<file path="src/adcc_defs.svh">
// Purpose: Constants for the converter control block
// Assumes: 50 MHz system clock
// Notes:   Field positions of the control/status byte
`ifndef ADCC_DEFS_SVH
`define ADCC_DEFS_SVH
`define ADCC_RES_W        10
`define ADCC_SEL_W        4
`define ADCC_DONE_BIT     7
`define ADCC_SPEED_BIT    6
`define ADCC_ON_BIT       5
`define ADCC_DIV_SLOW     2'h3
`define ADCC_DIV_FAST     2'h1
`define ADCC_STEPS        4'h9
`define ADCC_SAMPLE_TICKS 4'h2
`define ADCC_UPPER_FULL   8'hff
`define ADCC_LOWER_FULL   8'h03
`define ADCC_LOWER_PAD    6'h00
`endif

</file>
<file path="src/adcc_pkg.sv">
// Purpose: Types for the converter control block
// Assumes: Used with adcc_defs.svh
// Notes:   Sequencer states only
package adcc_pkg;
  typedef enum logic [1:0] {
    ADCC_IDLE   = 2'b00,
    ADCC_SAMPLE = 2'b01,
    ADCC_CONV   = 2'b10
  } adcc_state_t;
endpackage

</file>
<file path="src/adcc_clkdiv.sv">
// Purpose: Converter clock enable from the system clock
// Assumes: Synchronous active low reset
// Notes:   Divide by four or by two
`timescale 1ns/1ps
`include "adcc_defs.svh"
module adcc_clkdiv (
  input  wire logic clk_sys,
  input  wire logic rst_b,
  input  wire logic run,
  input  wire logic fast,
  output logic      tick
);
  logic [1:0] cnt_q;

  // Counts down, pulses at zero; held while not running
  always_ff @(posedge clk_sys) begin
    if (!rst_b || !run) begin
      cnt_q <= `ADCC_DIV_SLOW;
      tick  <= 1'b0;
    end else if (cnt_q == 2'h0) begin
      cnt_q <= fast ? `ADCC_DIV_FAST : `ADCC_DIV_SLOW;
      tick  <= 1'b1;
    end else begin
      cnt_q <= cnt_q - 2'h1;
      tick  <= 1'b0;
    end
  end
endmodule // adcc_clkdiv

</file>
<file path="src/adcc_ctrl.sv">
// Overview of operation
// - Successive approximation gives ten-bit result pair
// - Sixteen multiplexed inputs, any selectable
// - Above upper reference: FFh and 03h
// - Below lower reference: zero in both
// - Result code is monotonic with input
// - Power-on bit starts continuous conversion
// - Each end sets done flag, updates result
// - Upper register read clears done flag
// - New selection aborts, clears flag, restarts
// - Any control write clears done flag
// - Converter clock is system over four or two
// - Clearing power-on stops conversion
// - Upper holds bits 9:2, lower bits 1:0
//
// Purpose: Converter sequencer and result registers
// Assumes: Analog core gives comparator result per trial
// Notes:   Results are not latched against late reads
`timescale 1ns/1ps
`include "adcc_defs.svh"
module adcc_ctrl
  import adcc_pkg::*;
#(
  parameter int RES_W = `ADCC_RES_W,
  parameter int SEL_W = `ADCC_SEL_W
) (
  input  wire logic             clk_sys,
  input  wire logic             rst_b,
  input  wire logic             ctrl_wr,
  input  wire logic [7:0]       ctrl_wdata,
  input  wire logic             upper_rd,
  input  wire logic             cmp_above,
  output logic [7:0]            ctrl_rdata,
  output logic [7:0]            result_upper_reg,
  output logic [7:0]            result_lower_reg,
  output logic [RES_W-1:0]      dac_code,
  output logic [SEL_W-1:0]      input_selector,
  output logic                  sample_en,
  output logic                  converter_power_on
);
  adcc_state_t      state_q;
  logic             speed_q;
  logic             done_q;
  logic [3:0]       step_q;
  logic [RES_W-1:0] sar_q;
  logic             tick;
  logic             restart;

  // Channel change while running forces a fresh conversion
  assign restart = ctrl_wr && (ctrl_wdata[SEL_W-1:0] != input_selector);

  adcc_clkdiv adcc_clkdiv_inst (
    .clk_sys (clk_sys),
    .rst_b   (rst_b),
    .run     (converter_power_on),
    .fast    (speed_q),
    .tick    (tick)
  );

  // Control fields written by software
  always_ff @(posedge clk_sys) begin
    if (!rst_b) begin
      converter_power_on <= 1'b0;
      speed_q            <= 1'b0;
      input_selector     <= '0;
    end else if (ctrl_wr) begin
      converter_power_on <= ctrl_wdata[`ADCC_ON_BIT];
      speed_q            <= ctrl_wdata[`ADCC_SPEED_BIT];
      input_selector     <= ctrl_wdata[SEL_W-1:0];
    end
  end

  // Trial bit for the current step
  function automatic logic [RES_W-1:0] trial_bit(input logic [3:0] s);
    trial_bit = RES_W'(1) << s;
  endfunction

  // Successive approximation sequencer, restarted on channel change
  always_ff @(posedge clk_sys) begin
    if (!rst_b) begin
      state_q <= ADCC_IDLE;
      step_q  <= '0;
      sar_q   <= '0;
    end else if (!converter_power_on || (ctrl_wr && !ctrl_wdata[`ADCC_ON_BIT])) begin
      state_q <= ADCC_IDLE;
    end else if (restart) begin
      state_q <= ADCC_SAMPLE;
      step_q  <= '0;
    end else begin
      case (state_q)
        ADCC_IDLE: begin
          state_q <= ADCC_SAMPLE;
          step_q  <= '0;
        end
        ADCC_SAMPLE: begin
          if (tick) begin
            if (step_q == `ADCC_SAMPLE_TICKS - 4'h1) begin
              state_q <= ADCC_CONV;
              step_q  <= `ADCC_STEPS;
              sar_q   <= trial_bit(`ADCC_STEPS);
            end else begin
              step_q <= step_q + 4'h1;
            end
          end
        end
        ADCC_CONV: begin
          if (tick) begin
            // Keep bit when input at or above trial, else drop it
            sar_q <= (cmp_above ? sar_q : (sar_q & ~trial_bit(step_q)))
                     | ((step_q != 4'h0) ? trial_bit(step_q - 4'h1) : '0);
            if (step_q == 4'h0) begin
              state_q <= ADCC_SAMPLE;
            end else begin
              step_q <= step_q - 4'h1;
            end
          end
        end
        default: state_q <= ADCC_IDLE;
      endcase
    end
  end

  logic             finish;
  logic [RES_W-1:0] final_code;
  // End of conversion; a write that keeps channel and power does not cancel it
  assign finish = converter_power_on && !restart && !(ctrl_wr && !ctrl_wdata[`ADCC_ON_BIT])
                  && state_q == ADCC_CONV && tick && step_q == 4'h0;
  // Saturation falls out: all trials kept give all ones, none gives zero
  assign final_code = cmp_above ? sar_q : (sar_q & ~trial_bit(4'h0));

  // Result registers split as 9:2 and 1:0
  always_ff @(posedge clk_sys) begin
    if (!rst_b) begin
      result_upper_reg <= '0;
      result_lower_reg <= '0;
    end else if (finish) begin
      result_upper_reg <= final_code[RES_W-1:2];
      result_lower_reg <= {`ADCC_LOWER_PAD, final_code[1:0]};
    end
  end

  // Done flag: set by end, cleared by upper read or control write; set wins
  always_ff @(posedge clk_sys) begin
    if (!rst_b) begin
      done_q <= 1'b0;
    end else if (finish) begin
      done_q <= 1'b1;
    end else if (upper_rd || ctrl_wr) begin
      done_q <= 1'b0;
    end
  end

  // Status byte, analog drive
  always_ff @(posedge clk_sys) begin
    if (!rst_b) begin
      ctrl_rdata <= '0;
      dac_code   <= '0;
      sample_en  <= 1'b0;
    end else begin
      ctrl_rdata <= {done_q, speed_q, converter_power_on, 1'b0, input_selector};
      dac_code   <= sar_q;
      sample_en  <= (state_q == ADCC_SAMPLE);
    end
  end

  // Checks
  upper_clr_a: assert property (@(posedge clk_sys) disable iff (!rst_b)
    (upper_rd && !finish) |=> !done_q) else $error("done flag not cleared by read");
  write_clr_a: assert property (@(posedge clk_sys) disable iff (!rst_b)
    (ctrl_wr && !finish) |=> !done_q) else $error("done flag not cleared by write");
  done_set_a: assert property (@(posedge clk_sys) disable iff (!rst_b)
    finish |=> done_q && result_upper_reg == $past(final_code[RES_W-1:2])
               && result_lower_reg[1:0] == $past(final_code[1:0])) else $error("end missed");
  lower_pad_a: assert property (@(posedge clk_sys) disable iff (!rst_b)
    result_lower_reg[7:2] == `ADCC_LOWER_PAD) else $error("lower pad not zero");
  chan_abort_a: assert property (@(posedge clk_sys) disable iff (!rst_b)
    (restart && converter_power_on && ctrl_wdata[`ADCC_ON_BIT])
    |=> state_q == ADCC_SAMPLE && step_q == 4'h0 && !done_q)
    else $error("channel change did not restart");
  off_stop_a: assert property (@(posedge clk_sys) disable iff (!rst_b)
    !converter_power_on |=> state_q == ADCC_IDLE) else $error("conversion ran while off");
  // Divider reload uses the speed bit as it stood one edge before the tick
  div_slow_a: assert property (@(posedge clk_sys) disable iff (!rst_b)
    (tick && !$past(speed_q) && converter_power_on) ##1 converter_power_on[*3]
    |=> tick) else $error("slow divide not four");
  div_fast_a: assert property (@(posedge clk_sys) disable iff (!rst_b)
    (tick && $past(speed_q) && converter_power_on) ##1 converter_power_on
    |-> !tick ##1 tick) else $error("fast divide not two");
  on_start_a: assert property (@(posedge clk_sys) disable iff (!rst_b)
    (state_q == ADCC_IDLE && converter_power_on && !ctrl_wr) |=> state_q == ADCC_SAMPLE)
    else $error("power on did not start");
  full_c: cover property (@(posedge clk_sys) finish && final_code == 10'h3ff);
  zero_c: cover property (@(posedge clk_sys) finish && final_code == 10'h000);
  abort_c: cover property (@(posedge clk_sys) restart && state_q == ADCC_CONV);
  read_c: cover property (@(posedge clk_sys) done_q && upper_rd);
endmodule // adcc_ctrl

</file>
<file path="config.mk">
export PLATFORM = sky130hd
export DESIGN_NAME = adcc_ctrl
export DESIGN_NICKNAME = d
export VERILOG_FILES = /design/src/adcc_pkg.sv /design/src/adcc_clkdiv.sv /design/src/adcc_ctrl.sv
export VERILOG_INCLUDE_DIRS = /design/src
export SDC_FILE = /design/constraint.sdc
export NUM_CORES = 1
export LEC_CHECK = 0
export BUFFER_PORTS_ARGS = -buffer_cell sky130_fd_sc_hd__buf_2
export CORE_MARGIN = 5
export CORE_UTILIZATION = 35
export DETAILED_ROUTE_END_ITERATION = 8
export RECOVER_POWER = 50
export SLEW_MARGIN = 25
export SYNTH_ARGS = -nofsm -noshare
export SYNTH_HDL_FRONTEND = slang
export SYNTH_HIERARCHICAL = 1
export SYNTH_SLANG_ARGS = --single-unit
</file>
<file path="constraint.sdc">
create_clock -name clk_sys -period 2.3 [get_ports clk_sys]
set_input_delay 0.23 -clock clk_sys [delete_from_list [all_inputs] [get_ports clk_sys]]
set_output_delay 0.23 -clock clk_sys [all_outputs]
set_load 0.01 [all_outputs]
</file>
# After elaboration in Yosys (flattened, before gate mapping)
# Index checks and enable logic that the tools add are counted.
# totals
mem_bits_rw,0
romBits,0
word_cells,92
latchBits,0
in_bits,13
mem_count,0
regBits,55
out_inout_bits,40
# classes
n_reduce_logical,28
shifts,2
muxes,24
n_bitwise,6
addsub,3
div_mod_pow,0
multipliers,0
eq_ne,13
order_cmp,0
# op_table
operator,n
2-to-1 mux 10 bit,5
2-to-1 mux 4 bit,5
case mux 10 bit (2 select lines),1
"<< shifter 1 x 4 -> 10 bit, first input constant",2
2-to-1 mux 2 bit,6
case mux 4 bit (3 select lines),1
bitwise AND 10 bit,1
inverter 10 bit,1
OR 10 bit,1
"inequality test 3 bit, second input constant",3
AND reduction 4 bit,2
nonzero test 4 bit,2
logical AND 1 bit,7
"inequality test 3 x 2 -> 1 bit, second input constant",2
case mux 2 bit (3 select lines),1
AND reduction 6 bit,1
zero test 1 bit,5
2-to-1 mux 1 bit,5
AND reduction 5 bit,1
"adder 4 x 1 -> 4 bit, second input constant",1
"== test 4 x 1 -> 1 bit, second input constant",1
zero test 2 bit,2
zero test 4 bit,1
"inequality test 2 x 1 -> 1 bit, second input constant",2
other kinds (11),17

# Logic depth before layout (Yosys ltp)
# Gate-level depths: netlist (run 1).
# depth
depth_word,9
mapped_depth,8
depth_no_buf,6

# Modules after synthesis
# Netlist (run 1), hierarchy kept.
# modules_own_cells
module,seq_area_each_um2,area_per_inst_um2,cells_per_inst,instances
adcc_ctrl,1021.0,2560.0,270,1
adcc_clkdiv,60.1,87.6,8,1

# Worst setup path before layout (run 1)
# OpenSTA, ideal clock, no wires.
# synth_timing
path_kind,reg-to-reg
start,register step_q[1]
end,register state_q[0]
period_less_slack_ps,1917
required_ps,2165
slack_ps,383
arrival_time_ps,1782
path_stages_with_launch,8
n_path_buf,1
setup_ps,135
cell_sequence,dfxtp_1 inv_1 ha_1 buf_4 or3b_4 a221oi_4 mux2i_1 a211oi_2
# synth_via
elab_chain_len,3
elab_cells_between_ends,5
classes_between,3 x eq/ne; 2 x reduce/logical
# synth_lines
item,line_no,text
"start, declared",adcc_ctrl.sv:44,logic [3:0] step_q;
"start signal, assigned",adcc_ctrl.sv:99,step_q <= `ADCC_STEPS;
"start signal, assigned",adcc_ctrl.sv:102,step_q <= step_q + 4'h1;
"start signal, assigned",adcc_ctrl.sv:114,step_q <= step_q - 4'h1;
== test 4 x 1 -> 1 bit or zero test 4 bit (tied branches),"adcc_ctrl.sv:97, adcc_ctrl.sv:111",
inequality test 3 bit (no line),n/a,
AND reduction 4 bit (no line) *,n/a,
"end signal, assigned",adcc_ctrl.sv:92,state_q <= ADCC_SAMPLE;
"end signal, assigned",adcc_ctrl.sv:98,state_q <= ADCC_CONV;
"end signal, assigned",adcc_ctrl.sv:112,state_q <= ADCC_SAMPLE;
"end, declared",adcc_ctrl.sv:41,adcc_state_t state_q;
# Mark *: on every way between the ends. The rest lies on a longest branch, timed or not.
# A chain may end at the register's enable or synchronous reset.

# Final worst setup path (run 1)
# layout_timing
start,register step_q[1]
end,register sar_q[0]
# layout_via
elab_chain_len,7
elab_cells_between_ends,14
classes_between,1 x add/sub; 2 x eq/ne; 2 x shift; 4 x mux; 3 x bitwise; 2 x reduce/logical
# layout_lines
item,line_no,text
branches (longest 7 deep; another with subtractor 4 x 1 -> 4 bit),n/a,
"end signal, assigned",adcc_ctrl.sv:100,sar_q <= trial_bit(`ADCC_STEPS);
"end signal, assigned",adcc_ctrl.sv:109,sar_q <= (cmp_above ? sar_q : (sar_q & ~trial_bit(step_q)))
"end, declared",adcc_ctrl.sv:45,logic [RES_W-1:0] sar_q;
# Several ways; the timed one is not identified. The select of a mux whose other input is x is not followed.

==> results.ini, run 1 <==
[worst_setup_path]
critPathTopFamily = simple AND/OR/NAND/NOR gates
critical_path_buf_inv_count = 1
worstPathRequired_ns = 2.49
arrival_ns = 2.26
crit_type = register to register
cp_cell_sequence = inv_1 -> ha_1 -> or3b_4 -> a21oi_4 -> and3_1 -> o22ai_1
cp_slowest_stage_delay_ns = 0.43
crit_slowest_cell = or3b_4
cp-start-kind = register
endpoint_kind = register
worstPathMaxFanout = 10

[sta]
finalHoldViolations = 0
relSlewSlack = 0.349
tns_ns = 0
skew_ns = 0.0139
setup-violations-final = 0
slew_violations = 0
min_period_ns = 2.07
fmax_mhz = 483
timing.final.crit_share = 0.901
rsz0062_at_grt = no
tightest_slew_ns = 0.976

[floorplanning]
die_w_um = 97.0
die-area_mm2 = 0.00940
num_rows = 31
start_util = 0.363
die_h_um = 97.0
coreArea_mm2 = 0.00729
top_level_ports = 53

[global_route]
gr-total-overflow = 0
grt_pass1_vias = 1949
grt_pass1_wl_um = 9740
grtUsageTotal = 0.124
grt_start_max_net_pins = 24
antenna_found_initial = 0

[synthesis]
ys_warn_count = 6
ys_types = 56
yosysTopAreaCell = dfxtp_1
syn_area_mm2 = 0.00265
ys_seq_area_frac = 0.408
ys_ff_latch = 54
async_reset_ff_frac = 0
netlist_instances = 278
yosysMostFrequentCell = dfxtp_1
synth_top_area_share = 0.408
synth.avg_cell_area_um2 = 9.52
synthTopCellsByArea = dfxtp_1 (41%), mux2i_1 (7.6%), ha_1 (5.2%)
synth_ff_type = dfxtp_1
synth-edff-count = 0
yosys-top-cells-count = dfxtp_1 (54), nand2_1 (26), inv_1 (25)

[clock_tree]
post_cts_buffers = 0
clock_sinks = 54
clk_path_buf_depth = 2
htree_levels = 2
cts_root_buffer = clkbuf_8
clock_latency_ns = 0.31
cts_resized = 0
postCtsHoldBufs = 0
cts_tree = done
clk_pin_slew_ns = 0.11
cts_buffers = 5

[min_path]
hp-class = input port to register

[routing]
drt_wl_total_um = 5580
wl_met1_um = 2740
first_pass_iters = 4
post-route-drc-count = 0
first_iter_violations = 95
num_vias = 2082
postRouteAntennaNets = 0
top_layer = met4
met3_length_um = 279
route.met2.wl_um = 2500
routed_via_density = 4.95
wl_per_cell_um = 13.3

[place]
gp_congestion = 0.820
placed_cells = 413
io_buffer_count = 43
dpl.hpwl_um = 4160

[finish]
finalNetCount = 345
n_fill_cell = 750
layout.cells.non_filler = 421
layout-drive-gt1-share = 0.171
area_delta_synth_final_pct = 15.2
num_antenna_cells = 0

[power]
ir_drop_uv = 284
p_seq_frac = 0.552
p_switching_uw = 411
power_leakage_uw = 0.00131
p_int_uw = 1320
p_sw_frac = 0.238
clockPowerShare = 0.381
power.density_mw_per_mm2 = 568
pwr-share-comb = 0.067

[run_status]
outcome = completed

[run]
drv_cap = 0

## metrics by stage
stage / hold slack, ns / total power [uW] / util / setup slack [ns] / cell area (um2)
after floorplan: 0.302 / 1060 / - / 0.383 / 2670
after global placement: 0.425 / 1090 / 0.406 / 0.289 / 2960
after detailed placement: 0.432 / 1100 / 0.406 / 0.275 / 2960
after CTS: 0.143 / 1760 / 0.422 / 0.240 / 3080
after global routing: 0.165 / 1810 / 0.418 / 0.0795 / 3050
final: 0.157 / 1730 / 0.418 / 0.228 / 3050
## per-layer routing
| layer | track usage | up-vias |
|---|---|---|
| met5 | 0 | - |
| met4 | 0.0454 | 0 |
| met3 | 0.0317 | 4 |
| met2 | 0.189 | 43 |
| met1 | 0.167 | 982 |
| li1 | - | 1053 |
## worst register-to-register path: cells and delay by family, from the launching register on
family | cells | cell delay, ns
AND/OR/NAND/NOR | 2 | 0.80
AO/OA/AOI/OAI | 2 | 0.43
buffers and inverters | 1 | 0.14
flip-flops | 1 | 0.39
adder cells (fa/ha/maj) | 1 | 0.18
## layout by cell type, fill, tap and decap left out, types with 4 or more instances in the layout
cell type  count
inv_1         25
conb_1         7
and2_1         5
clkbuf_1      20
nor2_1        16
a41o_1         5
o31ai_1        9
o22ai_1        4
xor2_1         5
nand2b_1       6
o2bb2ai_1      4
mux2i_1       20
dfxtp_1       54
a41oi_1        4
o21ai_0        5
clkbuf_8       5
nand2_1       26
buf_2         25
buf_4          9
ha_1          11
## cell families (layout without fill, tap and decap cells)
kind of cell    count (synthesis)  after routing  share of synthesized area
buf+inv                        50             88                     0.0917
flops                          54             54                      0.408
xor+xnor                        5              5                     0.0165
mux                            21             21                     0.0799
fa+ha+maj                      11             11                     0.0520
simple gates                   79             79                      0.163
compound gates                 57             57                      0.187
other cells                     1              7                    0.00142
## power by group through the flow
stage	clock network, uW	registers, uW	logic (uW)
2_1_floorplan	0	981	80.9
3_3_place_gp	0	977	118
3_5_place_dp	0	977	119
4_1_cts	689	955	119
5_1_grt	720	958	128
6_report	660	955	116
## worst paths after layout
check	from	slack, ns	to	cells past startpoint
worst max-delay path	step_q[1]	0.23	sar_q[0]	6
worst min-delay path	ctrl_wdata[6]	0.16	speed_q	3
worst max register to register	step_q[1]	0.23	sar_q[0]	6
worst min register to register	done_q	0.45	ctrl_rdata[7]	1
## layout make-up
| cell class | count | area [um2] | share of cell area |
|---|---|---|---|
| clock inverter | 3 | 47.5 | 0.0156 |
| inverter | 25 | 93.8 | 0.0308 |
| sequential | 54 | 1080 | 0.355 |
| timing repair buffer | 55 | 288 | 0.0944 |
| multi-input combinational | 180 | 1350 | 0.442 |
| tap | 99 | 124 | 0.0406 |
| clock buffer | 5 | 68.8 | 0.0226 |
Power figures use the tool's default switching activity.
==> run 2: changes to the inputs <==
- CORE_ASPECT_RATIO: not set -> 1.25
- CTS_CLUSTER_SIZE: not set -> 14
- MAX_ROUTING_LAYER: not set -> met4
==> run 2 against run 1 <==
First-iteration DRC count grew 18%. Largest power group unchanged. Clock skew down 0.0083 ns. Clock power shrank 2%. Non-clock buffer count did not move. Via count unchanged. Largest cell class unchanged. Wire length increased by 2.2%.
==> results.ini, run 2 (synthesis results as in run 1) <==
[place]
dpl.hpwl_um = 4150
io_buffer_count = 43
gp_congestion = 0.778

[worst_setup_path]
crit_type = register to register
crit_slowest_cell = or3b_4
cp_slowest_stage_delay_ns = 0.43
reg2reg_depth = 7
worstPathRequired_ns = 2.51
arrival_ns = 2.19
rrSetupSlack_ns = 0.32
worstPathMaxFanout = 8
critical_path_buf_inv_count = 2
r2r-end = sar_q[8]
endpoint_kind = register
cp-start-kind = register
critPathTopFamily = compound AO/OA/AOI/OAI gates
cp_cell_sequence = inv_1 -> ha_1 -> or3b_4 -> a21oi_4 -> buf_4 -> a41oi_1 -> a41o_1
timing.rr.start = step_q[1]

[sta]
tightest_slew_ns = 0.967
relSlewSlack = 0.355
tns_ns = 0
timing.final.crit_share = 0.863
rsz0062_at_grt = no
slew_violations = 0
min_period_ns = 1.98
fmax_mhz = 504
finalHoldViolations = 0
skew_ns = 0.00559
setup-violations-final = 0
hold_slack_ns = 0.151

[power]
ir_drop_uv = 273
p_sw_frac = 0.235
power.density_mw_per_mm2 = 566
p_int_uw = 1320
p_switching_uw = 404
pwr-share-comb = 0.068
clockPowerShare = 0.376
p_seq_frac = 0.555
power_leakage_uw = 0.00132

[finish]
num_antenna_cells = 0
n_fill_cell = 747
layout-drive-gt1-share = 0.174
area_delta_synth_final_pct = 14.8
finalNetCount = 345
mostFrequentLayoutCell = dfxtp_1
final_cell_mix = dfxtp_1 (54), nand2_1 (26), inv_1 (25), buf_2 (25), mux2i_1 (20)

[clock_tree]
cts_buffers = 5
htree_levels = 2
cts_tree = done
clk_path_buf_depth = 2
cts_resized = 0
cts_root_buffer = clkbuf_8
clock_latency_ns = 0.31
postCtsHoldBufs = 0
clock_sinks = 54
post_cts_buffers = 0
clk_pin_slew_ns = 0.10

[min_path]
min_path_cells = 3
whs_endpoint = speed_q
hp-class = input port to register
hold_start = ctrl_wdata[6]

[global_route]
gr-total-overflow = 0
grt_pass1_vias = 2009
grt_start_max_net_pins = 24
grtUsageTotal = 0.127
antenna_found_initial = 0
grt_pass1_wl_um = 9370

[floorplanning]
num_rows = 35
die_h_um = 107
coreArea_mm2 = 0.00736
die-area_mm2 = 0.00941
start_util = 0.360
die_w_um = 87.8
top_level_ports = 53

[routing]
wl_per_cell_um = 13.8
postRouteAntennaNets = 0
routed_via_density = 5.03
post-route-drc-count = 0
num_vias = 2082
first_pass_iters = 4
drt_wl_total_um = 5710
first_iter_violations = 112

[run_status]
outcome = completed

[run]
drv_cap = 0

## run 2: final cells by class
type	instances	area (um2)	area share
Multi-Input combinational cell	180	1350	0.443
Sequential cell	54	1080	0.356
Timing Repair Buffer	55	292	0.0959
Tap cell	92	115	0.0379
Inverter	25	93.8	0.0309
Clock buffer	5	68.8	0.0226
Clock inverter	3	43.8	0.0144
## run 2: layer usage
metal | vias to the layer above | part of all wire | track usage
li1 | 1049 | - | -
met1 | 975 | 0.44 | 0.152
met2 | 52 | 0.48 | 0.206
met3 | 6 | 0.057 | 0.0223
met4 | 0 | 0.017 | 0.0570
met5 | - | 0 | -
## run 2: worst max-delay path by stage
stage                          from                  end  slack (ns)  cells after the start
after floorplan           step_q[1]           state_q[0]        0.38                      7
after global placement    step_q[1]             sar_q[9]        0.37                      7
after detailed placement  step_q[0]  result_lower_reg[1]        0.35                      6
after CTS                 step_q[1]             sar_q[3]        0.33                      6
after global routing      step_q[1]             sar_q[3]        0.19                      6
final                     step_q[1]             sar_q[8]        0.32                      7
## run 2: power by group through the flow
stage               sequential, uW  combinational (uW)  clock (uW)
CTS                            955                 120         663
global route                   958                 128         706
finish                         955                 118         648
detailed placement             977                 120           0
global placement               976                 119           0
floorplan                      981                80.9           0
## run 2: worst register-to-register path: cells and delay by family (launching register included)
family	cells	cell delay (ns)
DFF	1	0.39
AOI/OAI and AO/OA	3	0.57
and+or+nand+nor	1	0.43
buffers and inverters	2	0.33
adders and majority gates	1	0.17
## run 2: metrics by stage
stage | util | cell area (um2) | setup slack, ns | instances | total power [uW]
global route | 0.413 | 3040 | 0.187 | 414 | 1790
CTS | 0.417 | 3070 | 0.328 | 414 | 1740
detailed placement | 0.402 | 2950 | 0.353 | 406 | 1100
floorplan | - | 2670 | 0.383 | 284 | 1060
finish | 0.413 | 3040 | 0.316 | 414 | 1720
global placement | 0.402 | 2950 | 0.371 | 406 | 1100
==> run 3: changes to the inputs <==
- BUFFER_PORTS_ARGS: -buffer_cell sky130_fd_sc_hd__buf_2 -> not set
- DONT_BUFFER_PORTS: not set -> 1
==> run 3 against run 2 <==
Setup slack got worse by 0.040 ns. Cell count fell by 10%. Clock power shrank 12%. Hold slack worse by 0.11 ns. Sequential power up 0.7%. Total power is 6.0% lower. Die area unchanged. Core utilization shrank 2.6 points. Non-clock buffer count is 42 lower. Global-route usage grew 0.16 points. Largest power group unchanged. Highest routed layer unchanged.
==> results.ini, run 3 (synthesis results as in run 1) <==
[run_status]
outcome = completed

[clock_tree]
clock_sinks = 54
clock_latency_ns = 0.31
cts_buffers = 5
clk_pin_slew_ns = 0.10
cts_root_buffer = clkbuf_8
post_cts_buffers = 0
cts_tree = done
clk_path_buf_depth = 2
htree_levels = 2
cts_resized = 0

[finish]
layout-drive-gt1-share = 0.114
layout.cells.non_filler = 372
final_cell_mix = dfxtp_1 (54), nand2_1 (26), inv_1 (25)
final_util = 0.387
mostFrequentLayoutCell = dfxtp_1
num_antenna_cells = 0
finalNetCount = 303
area_delta_synth_final_pct = 7.56
n_fill_cell = 724
multi_input_area_mm2 = 0.00135
seqCellArea_mm2 = 0.00108

[routing]
num_vias = 1952
wl_per_cell_um = 15.3
post-route-drc-count = 0
drt_wl_total_um = 5690
first_pass_iters = 4
postRouteAntennaNets = 0
first_iter_violations = 177
routed_via_density = 5.25

[global_route]
grt_pass1_vias = 1894
grt_pass1_wl_um = 9490
grtUsageTotal = 0.129
antenna_found_initial = 0
grt_start_max_net_pins = 36
gr-total-overflow = 0

[floorplanning]
coreArea_mm2 = 0.00736
die_h_um = 107
start_util = 0.360
top_level_ports = 53
die_w_um = 87.8
num_rows = 35
die-area_mm2 = 0.00941

[sta]
rsz0062_at_grt = no
finalHoldViolations = 0
min_period_ns = 2.02
fin_ws_ns = 0.276
skew_ns = 0.00748
setup-violations-final = 0
slew_violations = 0
timing.final.crit_share = 0.880
fmax_mhz = 494
tns_ns = 0

[power]
power.density_mw_per_mm2 = 568
ir_drop_uv = 326
power_leakage_uw = 0.00116

[worst_setup_path]
cp-start-kind = register
worstPathRequired_ns = 2.55
worstPathMaxFanout = 8
arrival_ns = 2.28
cp_slowest_stage_delay_ns = 0.43
rrSetupSlack_ns = 0.28
endpoint_kind = register
crit_type = register to register
cp_cell_sequence = inv_1 -> ha_1 -> or3b_4 -> a21oi_4 -> and3_1 -> a32o_1
crit_slowest_cell = or3b_4
r2r-end = sar_q[9]
timing.rr.start = step_q[1]
reg2reg_depth = 6

[place]
gp_congestion = 0.874
dpl.hpwl_um = 4150
dp_slack_ns = 0.320
io_buffer_count = 0
placed_cells = 363

[min_path]
min_path_cells = 1
hp-class = input port to register
whs_endpoint = ctrl_rdata[6]
hold_start = rst_b

[run]
drv_cap = 0

-- run 3: layout make-up --
| class | instances | area share |
|---|---|---|
| multi-input cells | 180 | 0.473 |
| well taps | 92 | 0.0404 |
| clock buffers | 6 | 0.0290 |
| repair buffers | 13 | 0.0395 |
| inverters | 25 | 0.0330 |
| flip-flops and latches | 54 | 0.380 |
| clock inverters | 2 | 0.00571 |
-- run 3: power by group --
group	internal, uW	switching [uW]
clock network	249	323
logic	34.9	48.5
registers	947	15.3
total	1230	387
-- run 3: worst max-delay path by stage --
stage / startpoint / end / slack [ns] / depth (start not counted)
final: step_q[1] / sar_q[9] / 0.28 / 6
after CTS: step_q[1] / sar_q[9] / 0.28 / 6
after global placement: step_q[1] / sar_q[8] / 0.33 / 6
after global routing: step_q[1] / sar_q[8] / 0.20 / 6
after floorplan: step_q[1] / state_q[0] / 0.38 / 7
after detailed placement: step_q[1] / sar_q[0] / 0.32 / 6
-- run 3: metrics by stage --
stage | power, uW | hold slack [ns] | instance area, um2
6_report | 1620 | 0.0407 | 2850
5_1_grt | 1680 | 0.0228 | 2850
4_1_cts | 1640 | 0.0225 | 2850
3_5_place_dp | 1060 | 0.318 | 2740
3_3_place_gp | 1060 | 0.312 | 2740
2_1_floorplan | 1060 | 0.302 | 2670
-- run 3: layer usage --
| metal | share of wire | global-route usage |
|---|---|---|
| met1 | 0.42 | 0.151 |
| met2 | 0.52 | 0.219 |
| met3 | 0.041 | 0.0231 |
| met4 | 0.015 | 0.0439 |
| met5 | 0 | - |
-- run 3: repair_timing --
item | in CTS | in global routing
endpoints found under the hold margin | 1 | 0
endpoints found under the setup margin | 0 | 0
hold buffers | 1 | 0
-- run 3: critical path: cells and delay by family, from the launching register on --
kind	cells	cell delay (ns)
AO/OA/AOI/OAI	2	0.48
adder cells (fa/ha/maj)	1	0.17
buffers and inverters	1	0.14
flip-flops	1	0.39
AND/OR/NAND/NOR	2	0.79
